## config.mk

```make
export PLATFORM = sky130hd
export DESIGN_NAME = calendar_clock_alarm_divider
export DESIGN_NICKNAME = d
export VERILOG_FILES = /design/src/design/calendar_clock_pkg.sv /design/src/design/calendar_clock_alarm_divider.sv
export SDC_FILE = /design/constraint.sdc
export NUM_CORES = 1
export LEC_CHECK = 0
export BUFFER_PORTS_ARGS = -buffer_cell sky130_fd_sc_hd__buf_4
export CAP_MARGIN = 5
export CORE_ASPECT_RATIO = 0.5
export CORE_MARGIN = 1.5
export CORE_UTILIZATION = 40
export CTS_CLUSTER_SIZE = 30
export DETAILED_ROUTE_END_ITERATION = 8
export PLACE_DENSITY = 0.6
export SYNTH_ARGS = -nofsm -noshare
export SYNTH_HDL_FRONTEND = slang
export SYNTH_SLANG_ARGS = --single-unit
```

## constraint.sdc

```tcl
create_clock -name clk_in -period 5.6 [get_ports clk_in]
set_input_delay 0.28 -clock clk_in [delete_from_list [all_inputs] [get_ports clk_in]]
set_output_delay 0.28 -clock clk_in [all_outputs]
set_load 0.01 [all_outputs]
```

## src/design/calendar_clock_pkg.sv

```systemverilog
// package: register map, field positions, reset values and counts for
// the calendar-clock alarm, divider and power-window block.
// assumes a 32-bit word-per-register slave; registers sit in low 16 bits.
package calendar_clock_pkg;

   // ----------------------------------------------------------------
   // register indices; byte address is four times the index
   // ----------------------------------------------------------------
   localparam logic [9:0] IDX_CONTROL = 10'h1_cc;
   localparam logic [9:0] IDX_ALARM_CONTROL = 10'h1_ce;
   localparam logic [9:0] IDX_CLOCK_SOURCE_PRESCALE = 10'h1_d0;
   localparam logic [9:0] IDX_DIVIDER_PERIOD = 10'h1_d2;
   localparam logic [9:0] IDX_POWER_WINDOW_TIMERS = 10'h1_d4;
   localparam logic [9:0] IDX_STATUS = 10'h1_d8;

   // ----------------------------------------------------------------
   // field positions
   // ----------------------------------------------------------------
   localparam int CTL_WRITE_LOCK = 11;
   localparam int CTL_POWER_CTL_ON = 10;
   localparam int ALC_ALARM_ON = 15;
   localparam int ALC_CHIME = 14;
   localparam int ALC_MASK_LSB = 8;
   localparam int ALC_REPEAT_LSB = 0;
   localparam int CSP_TRIM_LSB = 11;
   localparam int CSP_PWC_PS_LSB = 6;
   localparam int CSP_COUNT_PS_LSB = 4;
   localparam int CSP_SOURCE_LSB = 0;
   localparam int PWT_SAMPLE_LSB = 8;
   localparam int PWT_STAB_LSB = 0;
   localparam int STS_ALARM_EVENT = 5;
   localparam int STS_HALF_PHASE = 0;

   // ----------------------------------------------------------------
   // reset values and counts
   // ----------------------------------------------------------------
   localparam logic [15:0] RESET_REG16 = 16'h0000;
   localparam logic [7:0] RESET_REG8 = 8'h00;
   localparam logic [7:0] REPEAT_MAX = 8'hff;
   localparam logic [7:0] SAMPLE_ALWAYS = 8'hff;
   localparam int TRIM_PERIOD_SECONDS = 16;
   localparam int HALF_TICKS_PER_SECOND = 2;
   localparam logic [4:0] TRIM_PERIOD_LAST =
      5'(TRIM_PERIOD_SECONDS * HALF_TICKS_PER_SECOND - 1);
   localparam logic [7:0] PS_LAST_1 = 8'h00;
   localparam logic [7:0] PS_LAST_16 = 8'h0f;
   localparam logic [7:0] PS_LAST_64 = 8'h3f;
   localparam logic [7:0] PS_LAST_256 = 8'hff;

   // ----------------------------------------------------------------
   // helpers for the register, prescaler and alarm logic
   // ----------------------------------------------------------------
   function automatic logic [15:0] merge16(input logic [15:0] old_value,
         input logic [31:0] wdata, input logic [3:0] be);
      merge16 = {be[1] ? wdata[15:8] : old_value[15:8],
                 be[0] ? wdata[7:0] : old_value[7:0]};
   endfunction : merge16

   function automatic logic [7:0] ps_last(input logic [1:0] code);
      case (code)
         2'b00: ps_last = PS_LAST_1;
         2'b01: ps_last = PS_LAST_16;
         2'b10: ps_last = PS_LAST_64;
         default: ps_last = PS_LAST_256;
      endcase
   endfunction : ps_last

   // fields that must match: bit0 sec ones .. 5 weekday, 6 day, 7 month
   function automatic logic [8:0] mask_need(input logic [3:0] code);
      case (code)
         4'b0000: mask_need = 9'h0_00;
         4'b0001: mask_need = 9'h1_00;
         4'b0010: mask_need = 9'h1_01;
         4'b0011: mask_need = 9'h1_03;
         4'b0100: mask_need = 9'h1_07;
         4'b0101: mask_need = 9'h1_0f;
         4'b0110: mask_need = 9'h1_1f;
         4'b0111: mask_need = 9'h1_3f;
         4'b1000: mask_need = 9'h1_5f;
         4'b1001: mask_need = 9'h1_df;
         default: mask_need = 9'h0_00;
      endcase
   endfunction : mask_need

   typedef enum logic [1:0] {
      SRC_SECONDARY_OSCILLATOR,
      SRC_LOW_POWER_RC_OSC,
      SRC_MAINS_CLOCK_PIN,
      SRC_PERIPHERAL
   } source_select_t;

   typedef enum {
      PW_IDLE,
      PW_STABILITY,
      PW_SAMPLE
   } power_window_state_t;

endpackage : calendar_clock_pkg

```

## src/design/calendar_clock_alarm_divider.sv

```systemverilog
// file: alarm repeat logic, time-base source select, prescalers,
// fractional trim, half-second divider and power-control windows.
// assumes source ticks and calendar match inputs are synchronous to
// clk_in; the calendar counters themselves live in a neighbouring block.
//
// The Avalon-MM register port was chosen for this implementation.
`timescale 1ns/1ps
`default_nettype none

module calendar_clock_alarm_divider (
   // clock and reset
   input wire logic clk_in,
   input wire logic resetn_in,
   // avalon-mm slave
   input wire logic [11:0] avs_address_in,
   input wire logic avs_read_in,
   input wire logic avs_write_in,
   input wire logic [31:0] avs_writedata_in,
   input wire logic [3:0] avs_byteenable_in,
   output logic [31:0] avs_readdata_out,
   output logic avs_waitrequest_out,
   // time-base source ticks, one bit per source
   input wire logic [3:0] source_tick_in,
   // calendar field matches from the neighbouring calendar block
   input wire logic [7:0] field_match_in,
   // events and windows
   output logic half_sec_tick_out,
   output logic alarm_event_out,
   output logic stability_window_out,
   output logic sample_window_out
);
   import calendar_clock_pkg::*;

   // ----------------------------------------------------------------
   // registers and state
   // ----------------------------------------------------------------
   logic write_lock;
   logic power_ctl_on;
   logic alarm_on;
   logic chime;
   logic [3:0] alarm_period_mask;
   logic [7:0] alarm_repeat_count;
   logic [4:0] fractional_trim;
   logic [1:0] power_ctl_prescale;
   logic [1:0] count_prescale;
   logic [1:0] source_select;
   logic [15:0] divisor;
   logic [7:0] sample_window_length;
   logic [7:0] stability_window_length;
   logic alarm_event_flag;
   logic half_phase;
   logic bus_ack;
   logic [7:0] count_ps_cnt;
   logic [7:0] pwc_ps_cnt;
   logic [15:0] div_cnt;
   logic [4:0] half_tick_cnt;
   logic [4:0] trim_left;
   logic alarm_check;
   logic [7:0] window_cnt;
   power_window_state_t pw_state;

   // ----------------------------------------------------------------
   // bus decode
   // ----------------------------------------------------------------
   wire logic [9:0] reg_index = avs_address_in[11:2];
   wire logic bus_req = avs_read_in | avs_write_in;
   wire logic wr_go = avs_write_in & bus_ack;
   wire logic rd_first = avs_read_in & ~bus_ack;
   wire logic sel_control = reg_index == IDX_CONTROL;
   wire logic sel_alarm = reg_index == IDX_ALARM_CONTROL;
   wire logic sel_source = reg_index == IDX_CLOCK_SOURCE_PRESCALE;
   wire logic sel_divider = reg_index == IDX_DIVIDER_PERIOD;
   wire logic sel_power = reg_index == IDX_POWER_WINDOW_TIMERS;
   wire logic sel_status = reg_index == IDX_STATUS;
   // alarm, source and power registers take no writes while the lock bit is set; the divider takes writes only while it is set
   wire logic wr_unlocked = wr_go & ~write_lock;
   wire logic wr_control = wr_go & sel_control;
   wire logic wr_alarm = wr_unlocked & sel_alarm;
   wire logic wr_source = wr_unlocked & sel_source;
   wire logic wr_divider = wr_go & sel_divider & write_lock;
   wire logic wr_power = wr_unlocked & sel_power;
   wire logic wr_status = wr_go & sel_status;

   wire logic [15:0] control_view =
      16'({write_lock, power_ctl_on}) << CTL_POWER_CTL_ON;
   wire logic [15:0] alarm_view = {alarm_on, chime, 2'b00,
      alarm_period_mask, alarm_repeat_count};
   wire logic [15:0] source_view = {fractional_trim, 3'b000,
      power_ctl_prescale, count_prescale, 2'b00, source_select};
   wire logic [15:0] power_view = {sample_window_length,
      stability_window_length};
   wire logic [15:0] status_view =
      (16'(alarm_event_flag) << STS_ALARM_EVENT) |
      (16'(half_phase) << STS_HALF_PHASE);
   wire logic [15:0] read_mux =
      sel_control ? control_view :
      sel_alarm ? alarm_view :
      sel_source ? source_view :
      sel_divider ? divisor :
      sel_power ? power_view :
      sel_status ? status_view : RESET_REG16;

   wire logic [15:0] new_control =
      merge16(control_view, avs_writedata_in, avs_byteenable_in);
   wire logic [15:0] new_alarm =
      merge16(alarm_view, avs_writedata_in, avs_byteenable_in);
   wire logic [15:0] new_source =
      merge16(source_view, avs_writedata_in, avs_byteenable_in);
   wire logic [15:0] new_power =
      merge16(power_view, avs_writedata_in, avs_byteenable_in);
   wire logic [15:0] new_status =
      merge16(status_view, avs_writedata_in, avs_byteenable_in);

   // every access waits exactly one cycle
   assign avs_waitrequest_out = bus_req & ~bus_ack;

   // ----------------------------------------------------------------
   // time base: source, trim, prescaler, divider
   // ----------------------------------------------------------------
   wire logic src_tick = source_tick_in[source_select];
   // trim swallows input ticks ahead of the prescaler
   wire logic trim_swallow = src_tick & (trim_left != 5'd0);
   wire logic count_in = src_tick & ~trim_swallow;
   wire logic count_ps_wrap =
      count_in & (count_ps_cnt >= ps_last(count_prescale));
   wire logic pwc_tick =
      src_tick & (pwc_ps_cnt >= ps_last(power_ctl_prescale));
   wire logic div_underflow = count_ps_wrap & (div_cnt == 16'h0000);
   wire logic trim_reload = div_underflow &
      (half_tick_cnt == TRIM_PERIOD_LAST);

   // ----------------------------------------------------------------
   // alarm decision
   // ----------------------------------------------------------------
   wire logic [8:0] need = mask_need(alarm_period_mask);
   // reserved codes never match, so they fire nothing
   wire logic mask_valid = alarm_period_mask <= 4'b1001;
   wire logic [8:0] have = {~half_phase, field_match_in};
   // leap day alarm repeats only when the calendar reaches Feb 29
   wire logic fire = alarm_check & alarm_on & mask_valid &
      ((need & have) == need);
   wire logic repeat_zero = alarm_repeat_count == 8'h00;

   wire logic window_last = pwc_tick & (window_cnt <= 8'd1);

   // ----------------------------------------------------------------
   // bus and configuration registers
   // ----------------------------------------------------------------
   always_ff @(posedge clk_in or negedge resetn_in) begin
      if (!resetn_in) begin
         bus_ack <= 1'b0;
         avs_readdata_out <= 32'h0000_0000;
      end else begin
         bus_ack <= bus_req & ~bus_ack;
         if (rd_first) begin
            avs_readdata_out <= {16'h0000, read_mux};
         end
      end
   end

   always_ff @(posedge clk_in or negedge resetn_in) begin
      if (!resetn_in) begin
         write_lock <= 1'b0;
         power_ctl_on <= 1'b0;
      end else if (wr_control) begin
         write_lock <= new_control[CTL_WRITE_LOCK];
         power_ctl_on <= new_control[CTL_POWER_CTL_ON];
      end
   end

   always_ff @(posedge clk_in or negedge resetn_in) begin
      if (!resetn_in) begin
         fractional_trim <= 5'd0;
         power_ctl_prescale <= 2'd0;
         count_prescale <= 2'd0;
         source_select <= 2'd0;
         divisor <= RESET_REG16;
         sample_window_length <= RESET_REG8;
         stability_window_length <= RESET_REG8;
      end else begin
         if (wr_source) begin
            fractional_trim <= new_source[CSP_TRIM_LSB +: 5];
            power_ctl_prescale <= new_source[CSP_PWC_PS_LSB +: 2];
            count_prescale <= new_source[CSP_COUNT_PS_LSB +: 2];
            source_select <= new_source[CSP_SOURCE_LSB +: 2];
         end
         if (wr_divider) begin
            divisor <= merge16(divisor, avs_writedata_in,
               avs_byteenable_in);
         end
         if (wr_power) begin
            sample_window_length <= new_power[PWT_SAMPLE_LSB +: 8];
            stability_window_length <= new_power[PWT_STAB_LSB +: 8];
         end
      end
   end

   // alarm control: hardware update wins over a same-cycle write
   always_ff @(posedge clk_in or negedge resetn_in) begin
      if (!resetn_in) begin
         alarm_on <= 1'b0;
         chime <= 1'b0;
         alarm_period_mask <= 4'd0;
         alarm_repeat_count <= RESET_REG8;
      end else begin
         if (wr_alarm) begin
            alarm_on <= new_alarm[ALC_ALARM_ON];
            chime <= new_alarm[ALC_CHIME];
            alarm_period_mask <= new_alarm[ALC_MASK_LSB +: 4];
            alarm_repeat_count <= new_alarm[ALC_REPEAT_LSB +: 8];
         end
         if (fire) begin
            if (!repeat_zero) begin
               alarm_repeat_count <= alarm_repeat_count - 8'd1;
            end else if (chime) begin
               alarm_repeat_count <= REPEAT_MAX;
            end else begin
               alarm_repeat_count <= 8'h00;
               alarm_on <= 1'b0;
            end
         end
      end
   end

   // alarm flag: software writes zero to clear; a new event wins
   always_ff @(posedge clk_in or negedge resetn_in) begin
      if (!resetn_in) begin
         alarm_event_flag <= 1'b0;
         alarm_event_out <= 1'b0;
      end else begin
         alarm_event_out <= fire;
         if (fire) begin
            alarm_event_flag <= 1'b1;
         end else if (wr_status) begin
            alarm_event_flag <= alarm_event_flag &
               new_status[STS_ALARM_EVENT];
         end
      end
   end

   // ----------------------------------------------------------------
   // time-base counters
   // ----------------------------------------------------------------
   always_ff @(posedge clk_in or negedge resetn_in) begin
      if (!resetn_in) begin
         count_ps_cnt <= 8'h00;
         pwc_ps_cnt <= 8'h00;
         div_cnt <= 16'h0000;
         half_tick_cnt <= 5'd0;
         trim_left <= 5'd0;
         half_phase <= 1'b0;
         half_sec_tick_out <= 1'b0;
         alarm_check <= 1'b0;
      end else begin
         if (count_in) begin
            count_ps_cnt <= count_ps_wrap ? 8'h00 : count_ps_cnt + 8'd1;
         end
         if (src_tick) begin
            pwc_ps_cnt <= pwc_tick ? 8'h00 : pwc_ps_cnt + 8'd1;
         end
         if (count_ps_wrap) begin
            div_cnt <= div_underflow ? divisor : div_cnt - 16'd1;
         end
         if (div_underflow) begin
            half_tick_cnt <= half_tick_cnt + 5'd1;
            half_phase <= ~half_phase;
         end
         if (trim_reload) begin
            trim_left <= fractional_trim;
         end else if (trim_swallow) begin
            trim_left <= trim_left - 5'd1;
         end
         half_sec_tick_out <= div_underflow;
         // calendar steps on the tick; matches are read one cycle later
         alarm_check <= half_sec_tick_out;
      end
   end

   // ----------------------------------------------------------------
   // power-control stability and sample windows
   // ----------------------------------------------------------------
   always_ff @(posedge clk_in or negedge resetn_in) begin
      if (!resetn_in) begin
         pw_state <= PW_IDLE;
         window_cnt <= 8'h00;
      end else begin
         case (pw_state)
            PW_IDLE: begin
               if (fire && power_ctl_on) begin
                  if (stability_window_length != 8'h00) begin
                     pw_state <= PW_STABILITY;
                     window_cnt <= stability_window_length;
                  end else if (sample_window_length != 8'h00) begin
                     pw_state <= PW_SAMPLE;
                     window_cnt <= sample_window_length;
                  end
               end
            end
            PW_STABILITY: begin
               if (!power_ctl_on) begin
                  pw_state <= PW_IDLE;
               end else if (window_last) begin
                  pw_state <= (sample_window_length != 8'h00) ?
                     PW_SAMPLE : PW_IDLE;
                  window_cnt <= sample_window_length;
               end else if (pwc_tick) begin
                  window_cnt <= window_cnt - 8'd1;
               end
            end
            PW_SAMPLE: begin
               if (!power_ctl_on || window_last) begin
                  pw_state <= PW_IDLE;
               end else if (pwc_tick) begin
                  window_cnt <= window_cnt - 8'd1;
               end
            end
            default: begin
               pw_state <= PW_IDLE;
            end
         endcase
      end
   end

   assign stability_window_out = pw_state == PW_STABILITY;
   // all-ones keeps sampling on regardless of the enable
   assign sample_window_out = (sample_window_length == SAMPLE_ALWAYS) |
      ((pw_state == PW_SAMPLE) & (sample_window_length != 8'h00));
endmodule : calendar_clock_alarm_divider
`default_nettype wire

```

==> impl_results.md, run 1 <==
- Status: complete, no violations
- Clock transition at path regs: approximately 0.07 ns
- Final setup fails: 0
- Routed length per instance: 18.5 um
- Vias per cell: approximately 5.7
- Tmin final: around 3.3 ns
- Count of final hold-check violations: 0
- GR peak layer: met2
- Path depth of the worst reg2reg path: 7
- Mux cell area share after synthesis: 10.5%
- Post-CTS Setup Bufs: 0
- GR Util All Layers: between 20% and 30%
- Port bufs: 64
- Chip width: 198 um
- Synthesized area per cell: between 9 and 10 um2
- Cell count after synthesis: 773
- Synth Area in Adders: under 10%
- Worst Hold Class: primary input to flip-flop
- Cell variety after synth: 77
- Synth top area share: a little over two fifths
- Hold Path Sink: fractional_trim[2]$_DFFE_PN0P_
- GRT met1 Usage: a little under a third
- Largest vdd supply drop: between 200 and 250 uV
- Least-Margin Pin Slew: between 0.9 and 1 ns
- Worst R2R End: half_tick_cnt[1]$_DFFE_PN0P_
- Overall Power: between 2 and 3 mW
- Post-Synth XOR/XNOR Area: 1.85%
- Max transition margin: approximately two fifths
- Leakage: between 4 and 5 nW
- Max FO, Critical Path: 23
- Clk_skew: approximately 0.011 ns
- Setup slack, reg-to-reg: 2.29 ns
- Clock Path Buffers: 2
- Layout cells sized above 1: 21.6%
- M2 GR Usage: between 30% and 40%
- Post-route ant nets: 0
- Max-capacitance violation count: 0
- Worst path required time: a little under 6 ns
- First-pass GRT wire length: 32500 um
- Seq/Total Area, Yosys: a little over two fifths
- Pins Over Slew Limit: 0
- Area Overhead vs Synth: 18.1%
- Hold Path Stages: 3
- Share of flip-flops with an asynchronous set or reset: 100%
- Reg-to-Reg Start: source_select[0]$_DFFE_PN0P_
- Worst Setup Start Kind: flip-flop
- Unrepaired setup endpoints after global routing: no
- Critical Path AT: approximately 3.6 ns
- DRC: 0
- CTS buffer count: 17
- Vias post-DR: between 6000 and 7000
- Detailed Place HPWL: between 10000 and 15000 um
- Critical path capture point type: flip-flop
- Cell taking the most area after synthesis: dfrtp_1
- # IOs: between 100 and 150
- Ys flop type: dfrtp_1
- Antenna cells: 0
- Pwr dens: 324 nW/um2
- Synth area leaders: dfrtp_1 (44%), mux2_2 (8.5%), o21ai_0 (4.3%), ha_1 (4.1%), nand2_1 (3.7%)
- Die H: between 100 and 150 um
- FP Rows: 35
- Nets@finish: 924
- CTS tree: done
- Largest net degree at the start of global routing: 91
- Critical path class: flip-flop to flip-flop
- Die area: between 15000 and 20000 um2
- Cts repair resizes: 0
- Clock sinks: ~130
- Synthesis warning total: 0
- Vias in the first global route: approximately 6000
- GR met3 Demand/Resource: 3.86%
- Fmax: roughly 0.30 GHz
- CTS H-tree depth: 4
- Synth cell count leaders: dfrtp_1 (133), nand2_1 (74), o21ai_0 (65), mux2_2 (57), nor2_1 (49)
- DRT Pass-1 Iters: 5
- Seq cells post-synth: roughly 130
- RePlAce Congestion: approximately 0.86
- Hold_sp: avs_writedata_in[13]
- Drt initial violations: 574
- Final period util: between 50% and 60%
- Global route overflow: 0
- Count leader, synth: dfrtp_1
- Main combinational cell family by area after synthesis: simple AND/OR/NAND/NOR gates
- Core box area: between 15000 and 20000 um2
- Post-Synth Simple-Gate Area: approximately 18%
- Setup TNS: 0 ns
- Initial Util: 41.0%
- Post-Route WL: between 20000 and 25000 um
- Initial antenna violation count: 0
- Clock root cell: clkbuf_16
- Synth Area in Compound Gates: 17.2%
- Netlist Area Pre-Place: 7580 um2
- Clk_lat worst skew: ~0.43 ns
- Post-synth EDFFs: 0
## power by group
group	internal, mW	leakage (nW)	switching (mW)	total [mW]
registers	1.03	1.74	0.0866	1.12
logic	0.189	2.13	0.282	0.471
clock network	0.860	0.327	0.448	1.31
total	2.08	4.19	0.816	2.90
## cell type report
type / count / area [um2]
clock buffers: 20 / 457
clock inverters: 12 / 223
fillers: 1748 / 9530
well taps: 259 / 324
multi-input cells: 580 / 3950
inverters: 30 / 113
flip-flops and latches: 133 / 3330
repair buffers: 73 / 554
## worst max-delay path: stages (launching register included)
cell and delay [ns]:
dfrtp_1 0.41, mux4_2 0.56, inv_2 0.13, or3_1 0.54, nor2_8 0.18, and2_1 0.68
nand2_1 0.32, mux2_2 0.35
## registers in the layout, summed over array words and instances, names as in the netlist, 2 cells and up
register	cells
avs_readdata_out	16
div_cnt	16
divisor	16
alarm_repeat_count	8
count_ps_cnt	8
pwc_ps_cnt	8
sample_window_length	8
stability_window_length	8
window_cnt	8
fractional_trim	5
half_tick_cnt	5
trim_left	5
alarm_period_mask	4
count_prescale	2
power_ctl_prescale	2
pw_state	2
source_select	2
## per-stage QoR
stage | instances | setup slack [ns] | util (%) | area [um2] | hold slack (ns)
after floorplan | 788 | 3.04 | - | 7630 | -0.0156
after global placement | 1074 | 2.34 | 44.7 | 8260 | 0.361
after detailed placement | 1074 | 2.31 | 44.7 | 8260 | 0.362
after CTS | 1107 | 2.28 | 48.4 | 8950 | 0.0916
after global routing | 1107 | 2.12 | 48.4 | 8950 | 0.105
final | 1107 | 2.29 | 48.4 | 8950 | 0.101
## cell usage in the layout (no fill, tap or decap), types with 4 or more instances in the layout
| cell type | netlist | layout |
|---|---|---|
| a211oi_1 | 8 | 8 |
| a21o_1 | 12 | 12 |
| a21oi_1 | 35 | 35 |
| a221oi_1 | 9 | 9 |
| a222oi_1 | 6 | 6 |
| a22o_1 | 5 | 5 |
| a22oi_1 | 6 | 6 |
| a31oi_1 | 7 | 7 |
| and2_1 | 4 | 4 |
| and3_1 | 8 | 8 |
| buf_4 | 16 | 71 |
| bufinv_16 | 0 | 6 |
| clkbuf_16 | 0 | 17 |
| conb_1 | 1 | 16 |
| dfrtp_1 | 133 | 133 |
| ha_1 | 25 | 25 |
| inv_1 | 29 | 29 |
| mux2_2 | 57 | 57 |
| mux2i_1 | 12 | 12 |
| nand2_1 | 74 | 74 |
| nand2b_1 | 9 | 9 |
| nand3_1 | 19 | 19 |
| nand4_1 | 9 | 9 |
| nor2_1 | 49 | 49 |
| nor2b_1 | 6 | 6 |
| nor3_1 | 19 | 19 |
| nor4_1 | 10 | 10 |
| o211ai_1 | 6 | 6 |
| o21ai_0 | 65 | 65 |
| o31ai_1 | 7 | 7 |
| or2_2 | 8 | 8 |
| or3_1 | 13 | 13 |
| xnor2_1 | 7 | 7 |
| xor2_1 | 9 | 9 |
## cells by family after synthesis
| logic type | Yosys count |
|---|---|
| AO/OA/AOI/OAI | 199 |
| buffers and inverters | 75 |
| multiplexers | 71 |
| flip-flops | 133 |
| other | 1 |
| adder cells (fa/ha/maj) | 25 |
| XOR/XNOR | 16 |
| AND/OR/NAND/NOR | 253 |
## metal layers
| metal | up-vias | wire length (um) |
|---|---|---|
| met3 | 16 | 1140 |
| met5 | - | 0 |
| met4 | 0 | 194 |
| li1 | 2948 | - |
| met1 | 3159 | 9890 |
| met2 | 179 | 9280 |
## worst max-delay path by stage
stage / slack (ns) / start / depth (start not counted) / endpoint
after CTS: 2.28 / source_select[0]$_DFFE_PN0P_ / 7 / half_tick_cnt[1]$_DFFE_PN0P_
after global routing: 2.12 / source_select[0]$_DFFE_PN0P_ / 7 / half_tick_cnt[1]$_DFFE_PN0P_
after global placement: 2.34 / source_select[0]$_DFFE_PN0P_ / 7 / half_tick_cnt[1]$_DFFE_PN0P_
after floorplan: 3.04 / count_prescale[1]$_DFFE_PN0P_ / 10 / half_tick_cnt[1]$_DFFE_PN0P_
after detailed placement: 2.31 / source_select[0]$_DFFE_PN0P_ / 7 / half_tick_cnt[1]$_DFFE_PN0P_
final: 2.29 / source_select[0]$_DFFE_PN0P_ / 7 / half_tick_cnt[1]$_DFFE_PN0P_
## what timing repair did
item / CTS / global route
setup endpoints to repair: 0 / 0
hold endpoints to repair: 87 / 0
hold buffers: 1 / 0
No activity file was read; power rests on OpenSTA's default activity.
==> inputs of run 2 (changes only) <==
- clock period: 5.6 -> 3.3 ns (I/O delays scaled with it)
==> impl_results.md, run 2 (synthesis gave the netlist of run 1 again) <==
- Status: complete, no violations
- Path depth of the worst reg2reg path: 9 (+2)
- Hold Path Stages: 2 (-1)
- Tmin final: 3.00 ns (-0.306 ns)
- Port bufs: 64 (unchanged)
- Slowest CP cell: dfrtp_1
- Max-capacitance violation count: 0 (unchanged)
- Layout cells sized above 1: 22.7% (+1.1 points)
- Critical Path AT: 3.29 ns (-0.32 ns)
- Die area: 19800 um2 (unchanged)
- Max transition margin: 42.1% (+3.6 points)
- Count of final hold-check violations: 0 (unchanged)
- Biggest regs: avs_readdata_out: 16 flops, div_cnt: 16 flops, divisor: 16 flops
- Initial antenna violation count: 0 (unchanged)
- Worst Hold Class: primary input to flip-flop
- Vias in the first global route: 6019 (+1.8%)
- Post-route ant nets: 0 (unchanged)
- Clock transition at path regs: 0.06 ns (about the same)
- Leakage: 4.27 nW (+1.8%)
- Largest vdd supply drop: 369 uV (+59%)
- DRC: 0 (unchanged)
- Clk_lat worst skew: 0.42 ns (about the same)
- Chip width: 198 um (unchanged)
- Clk_skew: 0.0120 ns (+0.000633 ns)
- Routed length per instance: 18.7 um (+0.93%)
- Die H: 100 um (unchanged)
- Max FO, Critical Path: 10 (-57%)
- # IOs: 101 (unchanged)
- First-pass GRT wire length: 33300 um (+2.6%)
- Critical path class: flip-flop to flip-flop
- Reg-to-Reg Start: power_ctl_prescale[1]$_DFFE_PN0P_
- Detailed Place HPWL: 15000 um (+3.1%)
- Critical Path Sink: window_cnt[4]$_DFFE_PN0P_
- Largest net degree at the start of global routing: 82 (-9.9%)
- Worst path top cell family by delay: compound AO/OA/AOI/OAI gates
- Worst Setup Start Kind: flip-flop
- Post-Route WL: 21100 um (+2.8%)
- CP dominant cell by count: nand2_1
- Final setup fails: 0 (unchanged)
- Critical path depth: 9 (+2)
- GR Util All Layers: 21.9% (+0.42 points)
- Final period util: 90.9% (+32 points)
- Critical path startpoint: power_ctl_prescale[1]$_DFFE_PN0P_
- Clock root cell: clkbuf_16
- Vias post-DR: 6392 (+1.4%)
- Least-Margin Pin Slew: 0.861 ns (-0.0542 ns)
- Nets@finish: 944 (+2.2%)
- Initial Util: 41.0% (unchanged)
- Clock sinks: 133 (unchanged)
- Commonest non-fill, non-tap cells in the layout: dfrtp_1 (133), buf_4 (83), nand2_1 (74), o21ai_0 (65), mux2_2 (57)
- Unrepaired setup endpoints after global routing: no
- DRT Pass-1 Iters: 5 (unchanged)
- Vias per cell: 5.67 (-0.37%)
- Critical path capture point type: flip-flop
- CTS tree: done
- Area Overhead vs Synth: 19.6%
- Global route overflow: 0 (unchanged)
- WP buf/inv: 0 (-1)
- Largest stage delay on the critical path: 0.49 ns (-0.19 ns)
- CTS H-tree depth: 4 (unchanged)
- Most common cell after layout, fill and taps aside: dfrtp_1
- CTS buffer count: 17 (unchanged)
- Final Util: 49.0% (+0.64 points)
- Critical Path, Cell by Cell: nand2_1, ha_1, nand2_1, a2111oi_0, a221o_2, nand2_1, or3_1, a311oi_1, o31ai_1
- Worst path required time: 3.59 ns (-2.32 ns)
- Setup TNS: 0 ns (unchanged)
- Clock Path Buffers: 2 (unchanged)
- Core box area: 18500 um2 (unchanged)
- Pwr dens: 530 nW/um2 (+63%)
- Pins Over Slew Limit: 0 (unchanged)
- Overall Power: 4.80 mW (+66%)
- Fmax: 0.333 GHz (+10%)
- Antenna cells: 0 (unchanged)
- Drt initial violations: 560 (-2.4%)
- FP Rows: 35 (unchanged)
- Setup slack, reg-to-reg: 0.30 ns (-1.99 ns)
- RePlAce Congestion: 0.853 (-0.19%)
- Worst R2R End: window_cnt[4]$_DFFE_PN0P_
run 2: changes by cell type in the layout (fill, tap and decap cells not counted):
cell and delta:
a221o_2 +1, dlygate4sd3_1 +8, clkinv_2 +2, clkinv_4 +2
bufinv_16 -2, clkinvlp_4 -1, clkbuf_1 -1, buf_4 +12
clkbuf_8 -2, inv_6 +2, a221o_1 -1
run 2: cell type report:
type,instances,area [um2]
tap,259,324
multi-input combinational,580,3950
timing repair buffer,93,724
sequential,133,3330
clock buffer,17,425
fill,1753,9420
inverter,30,113
clock inverter,15,200
run 2: report_power, final:
group | leakage (nW) | switching (mW) | total, mW | internal (mW)
combinational | 2.23 | 0.486 | 0.842 | 0.356
sequential | 1.74 | 0.142 | 1.90 | 1.75
clock | 0.308 | 0.793 | 2.07 | 1.27
run 2: how the worst min path moves through the flow:
stage,startpoint,to
floorplan,resetn_in,alarm_check$_DFF_PN0_
global placement,resetn_in,div_cnt[6]$_DFFE_PN0N_
detailed placement,resetn_in,div_cnt[6]$_DFFE_PN0N_
CTS,avs_writedata_in[2],stability_window_length[2]$_DFFE_PN0P_
global route,avs_writedata_in[2],divisor[2]$_DFFE_PN0P_
finish,avs_writedata_in[2],stability_window_length[2]$_DFFE_PN0P_
run 2: timing repair:
item | CTS | global route
endpoints found under the hold margin | 88 | 1
resized for setup | 0 | 1
hold buffers | 8 | 1
endpoints found under the setup margin | 0 | 1
setup buffers | 0 | 0
run 2: metal layers:
metal	up-vias	track usage [%]	wire (um)
met5	-	0	0
met4	0	6.17	287
met3	22	4.60	1260
met2	190	33.1	9360
met1	3189	31.8	10200
li1	2991	-	-
run 2: stage by stage:
step                instance area [um2]  cells  worst slack, ns  hold WS (ns)
floorplan                          7630    788            0.735        -0.131
global placement                   8350   1086            0.422         0.269
detailed placement                 8350   1086            0.395         0.267
CTS                                9050   1126            0.357       0.00257
global route                       9060   1127           0.0420       0.00569
finish                             9060   1127            0.300       0.00930
==> inputs of run 3 (changes only) <==
- ABC_AREA: not set -> 1
==> impl_results.md, run 3 <==
- Synth area leaders: dfrtp_1 (42%), nand2_1 (12%), o21ai_0 (7.3%), inv_1 (5.6%), nor2_1 (5.2%)
- Post-synth EDFFs: 0 (unchanged)
- Nets@finish: 1196 (+27%)
- GRT met1 Usage: 30.7% (-1.1 points)
- Clk_skew: 0.00954 ns (-0.00250 ns)
- Critical path capture point type: flip-flop
- Least-Margin Pin Slew: 0.734 ns (-0.127 ns)
- Clk_lat worst skew: 0.42 ns (about the same)
- Die area: 20600 um2 (+4.0%)
- # IOs: 101 (unchanged)
- Global route overflow: 0 (unchanged)
- Final Util: 47.1% (-1.9 points)
- Vias post-DR: 7097 (+11%)
- Final instance area: 9120 um2 (+0.65%)
- Detailed Place HPWL: 16100 um (+7.1%)
- Leakage: 4.45 nW (+4.2%)
- Die H: 102 um (+1.9%)
- Chip width: 202 um (+2.0%)
- Unrepaired setup endpoints after global routing: no
- Commonest non-fill, non-tap cells in the layout: nand2_1 (259), dfrtp_1 (133), inv_1 (118), o21ai_0 (115), nor2_1 (109)
- Synthesis warning total: 0 (unchanged)
- Synth cell count leaders: nand2_1 (259), dfrtp_1 (133), inv_1 (118), o21ai_0 (115), nor2_1 (109)
- Clock sinks: 133 (unchanged)
- Share of flip-flops with an asynchronous set or reset: 100% (unchanged)
- Worst path required time: 3.60 ns (about the same)
- Vias in the first global route: 6635 (+10%)
- FP Rows: 36 (+2.9%)
- Initial antenna violation count: 2 (+2)
- Ys flop type: dfrtp_1
- Max FO, Critical Path: 26 (+16)
- Final period util: 77.0% (-14 points)
- Setup TNS: 0 ns (unchanged)
- Drt initial violations: 499 (-11%)
- Seq cells post-synth: 133 (unchanged)
- Pins Over Slew Limit: 0 (unchanged)
- DRC: 0 (unchanged)
- Synth top area share: 42.2% (-1.7 points)
- Max-capacitance violation count: 0 (unchanged)
- Cell taking the most area after synthesis: dfrtp_1
- Worst Hold Class: primary input to flip-flop
- Clock Path Buffers: 2 (unchanged)
- Synthesized area per cell: 7.58 um2 (-23%)
- Most common cell after layout, fill and taps aside: nand2_1
- Area after DPL: 8580 um2 (+2.7%)
- Final setup fails: 0 (unchanged)
- Layout cells sized above 1: 11.3% (-11 points)
- Fmax: 0.394 GHz (+18%)
- GR Util All Layers: 21.5% (-0.47 points)
- DRT Pass-1 Iters: 5 (unchanged)
- Initial Util: 40.7% (-0.29 points)
- M2 GR Usage: 32.9% (-0.15 points)
- Cell count after synthesis: 1040 (+35%)
- Count leader, synth: nand2_1
- Count of final hold-check violations: 0 (unchanged)
- Placed Cells: 1353 (+25%)
- Tmin final: 2.54 ns (-0.460 ns)
- Critical path class: flip-flop to flip-flop
- GR met3 Demand/Resource: 5.20% (+0.59 points)
- Routed length per instance: 15.4 um (-17%)
- Port bufs: 64 (unchanged)
- Clock root cell: clkbuf_16
- Setup slack, reg-to-reg: 0.76 ns (+0.46 ns)
- Vias per cell: 5.12 (-9.7%)
- Core box area: 19400 um2 (+4.8%)
- Post-route ant nets: 0 (unchanged)
- Number of fill cells: 1943 (+11%)
- GR peak layer: met2
- Area Overhead vs Synth: 15.7%
- Largest vdd supply drop: 345 uV (-6.6%)
- Max transition margin: 51.1% (+9.0 points)
- Biggest regs: avs_readdata_out: 16 flops, div_cnt: 16 flops, divisor: 16 flops
- Seq/Total Area, Yosys: 42.2% (-1.7 points)
- Multi-input logic area: 3920 um2 (-0.67%)
- Cts repair resizes: 0 (unchanged)
- CTS H-tree depth: 4 (unchanged)
- Post-Route WL: 21400 um (+1.5%)
- RePlAce Congestion: 0.852 (-0.21%)
- Worst Setup Start Kind: flip-flop
- Storage cell area: 3330 um2 (unchanged)
- Clock transition at path regs: 0.06 ns (about the same)
- Critical Path AT: 2.84 ns (-0.45 ns)
- CTS buffer count: 17 (unchanged)
- Pwr dens: 487 nW/um2 (-8.0%)
- Finished Layout Cells: 1386 (+23%)
- First-pass GRT wire length: 34700 um (+4.3%)
- Largest net degree at the start of global routing: 76 (-7.3%)
- Cell variety after synth: 49 (-36%)
- Status: complete, no violations
- Netlist Area Pre-Place: 7880 um2 (+4.1%)
- CTS tree: done
-- run 3: layout make-up --
| cell class | count | share of cell area, % |
|---|---|---|
| multi-input combinational | 762 | 43.0 |
| sequential | 133 | 36.5 |
| timing repair buffer | 69 | 5.88 |
| inverter | 124 | 5.10 |
| clock buffer | 21 | 4.94 |
| tap | 266 | 3.65 |
| clock inverter | 10 | 0.919 |
| antenna | 1 | 0.0274 |
-- run 3: per-layer routing --
layer,wire (um),vias to the layer above
li1,-,3523
met1,10700,3362
met2,9150,189
met3,1280,21
met4,187,2
met5,13,-
-- run 3: through the flow --
step                power, mW  setup WS [ns]  hold WS (ns)
floorplan                2.50           1.28        -0.131
CTS                      4.48          0.711       0.00262
detailed placement       2.72          0.733         0.250
global route             4.70          0.461       0.00200
global placement         2.70          0.775         0.248
finish                   4.45          0.760        0.0146
-- run 3: kinds of logic (layout without fill, tap and decap cells) --
family | after synthesis | in the layout | share of synthesized area, %
compound gates | 226 | 226 | 16.2
xor+xnor | 31 | 31 | 3.44
fa+ha+maj | 25 | 25 | 3.97
buf+inv | 160 | 224 | 8.74
flops | 133 | 133 | 42.2
other cells | 1 | 17 | 0.0476
simple gates | 464 | 464 | 25.4
-- run 3: repair_timing --
action / CTS / global route
buffers inserted: 0 / 0
hold buffers: 1 / 0
endpoints found under the hold margin: 74 / 0
-- run 3: where the power goes --
group / switching, mW / internal (mW) / total (mW)
logic: 0.476 / 0.315 / 0.792
registers: 0.141 / 1.77 / 1.91
clock network: 0.705 / 1.04 / 1.75
total: 1.32 / 3.12 / 4.45
-- run 3: critical path, cell delays in order (launching register included) --
cell,delay [ns]
dfrtp_1,0.49
nand2_1,0.12
ha_1,0.31
nand2_1,0.08
nor2_1,0.15
nand4_1,0.11
o2111ai_2,0.16
nand2_4,0.21
inv_2,0.40
nand2_1,0.21
nand2_1,0.12
a21oi_1,0.06
-- run 3: worst paths after layout --
| kind | startpoint | end | depth (start not counted) |
|---|---|---|---|
| max reg2reg | count_prescale[1]$_DFFE_PN0P_ | div_cnt[14]$_DFFE_PN0N_ | 11 |
| min | avs_writedata_in[5] | alarm_event_flag$_DFFE_PN0P_ | 3 |
| max in group asynchronous | resetn_in | stability_window_length[1]$_DFFE_PN0P_ | 3 |
| min reg2reg | avs_readdata_out[15]$_DFFE_PN0P_ | avs_readdata_out[15]$_DFFE_PN0P_ | 2 |
| max | count_prescale[1]$_DFFE_PN0P_ | div_cnt[14]$_DFFE_PN0N_ | 11 |
| min in group asynchronous | resetn_in | pwc_ps_cnt[2]$_DFFE_PN0P_ | 2 |
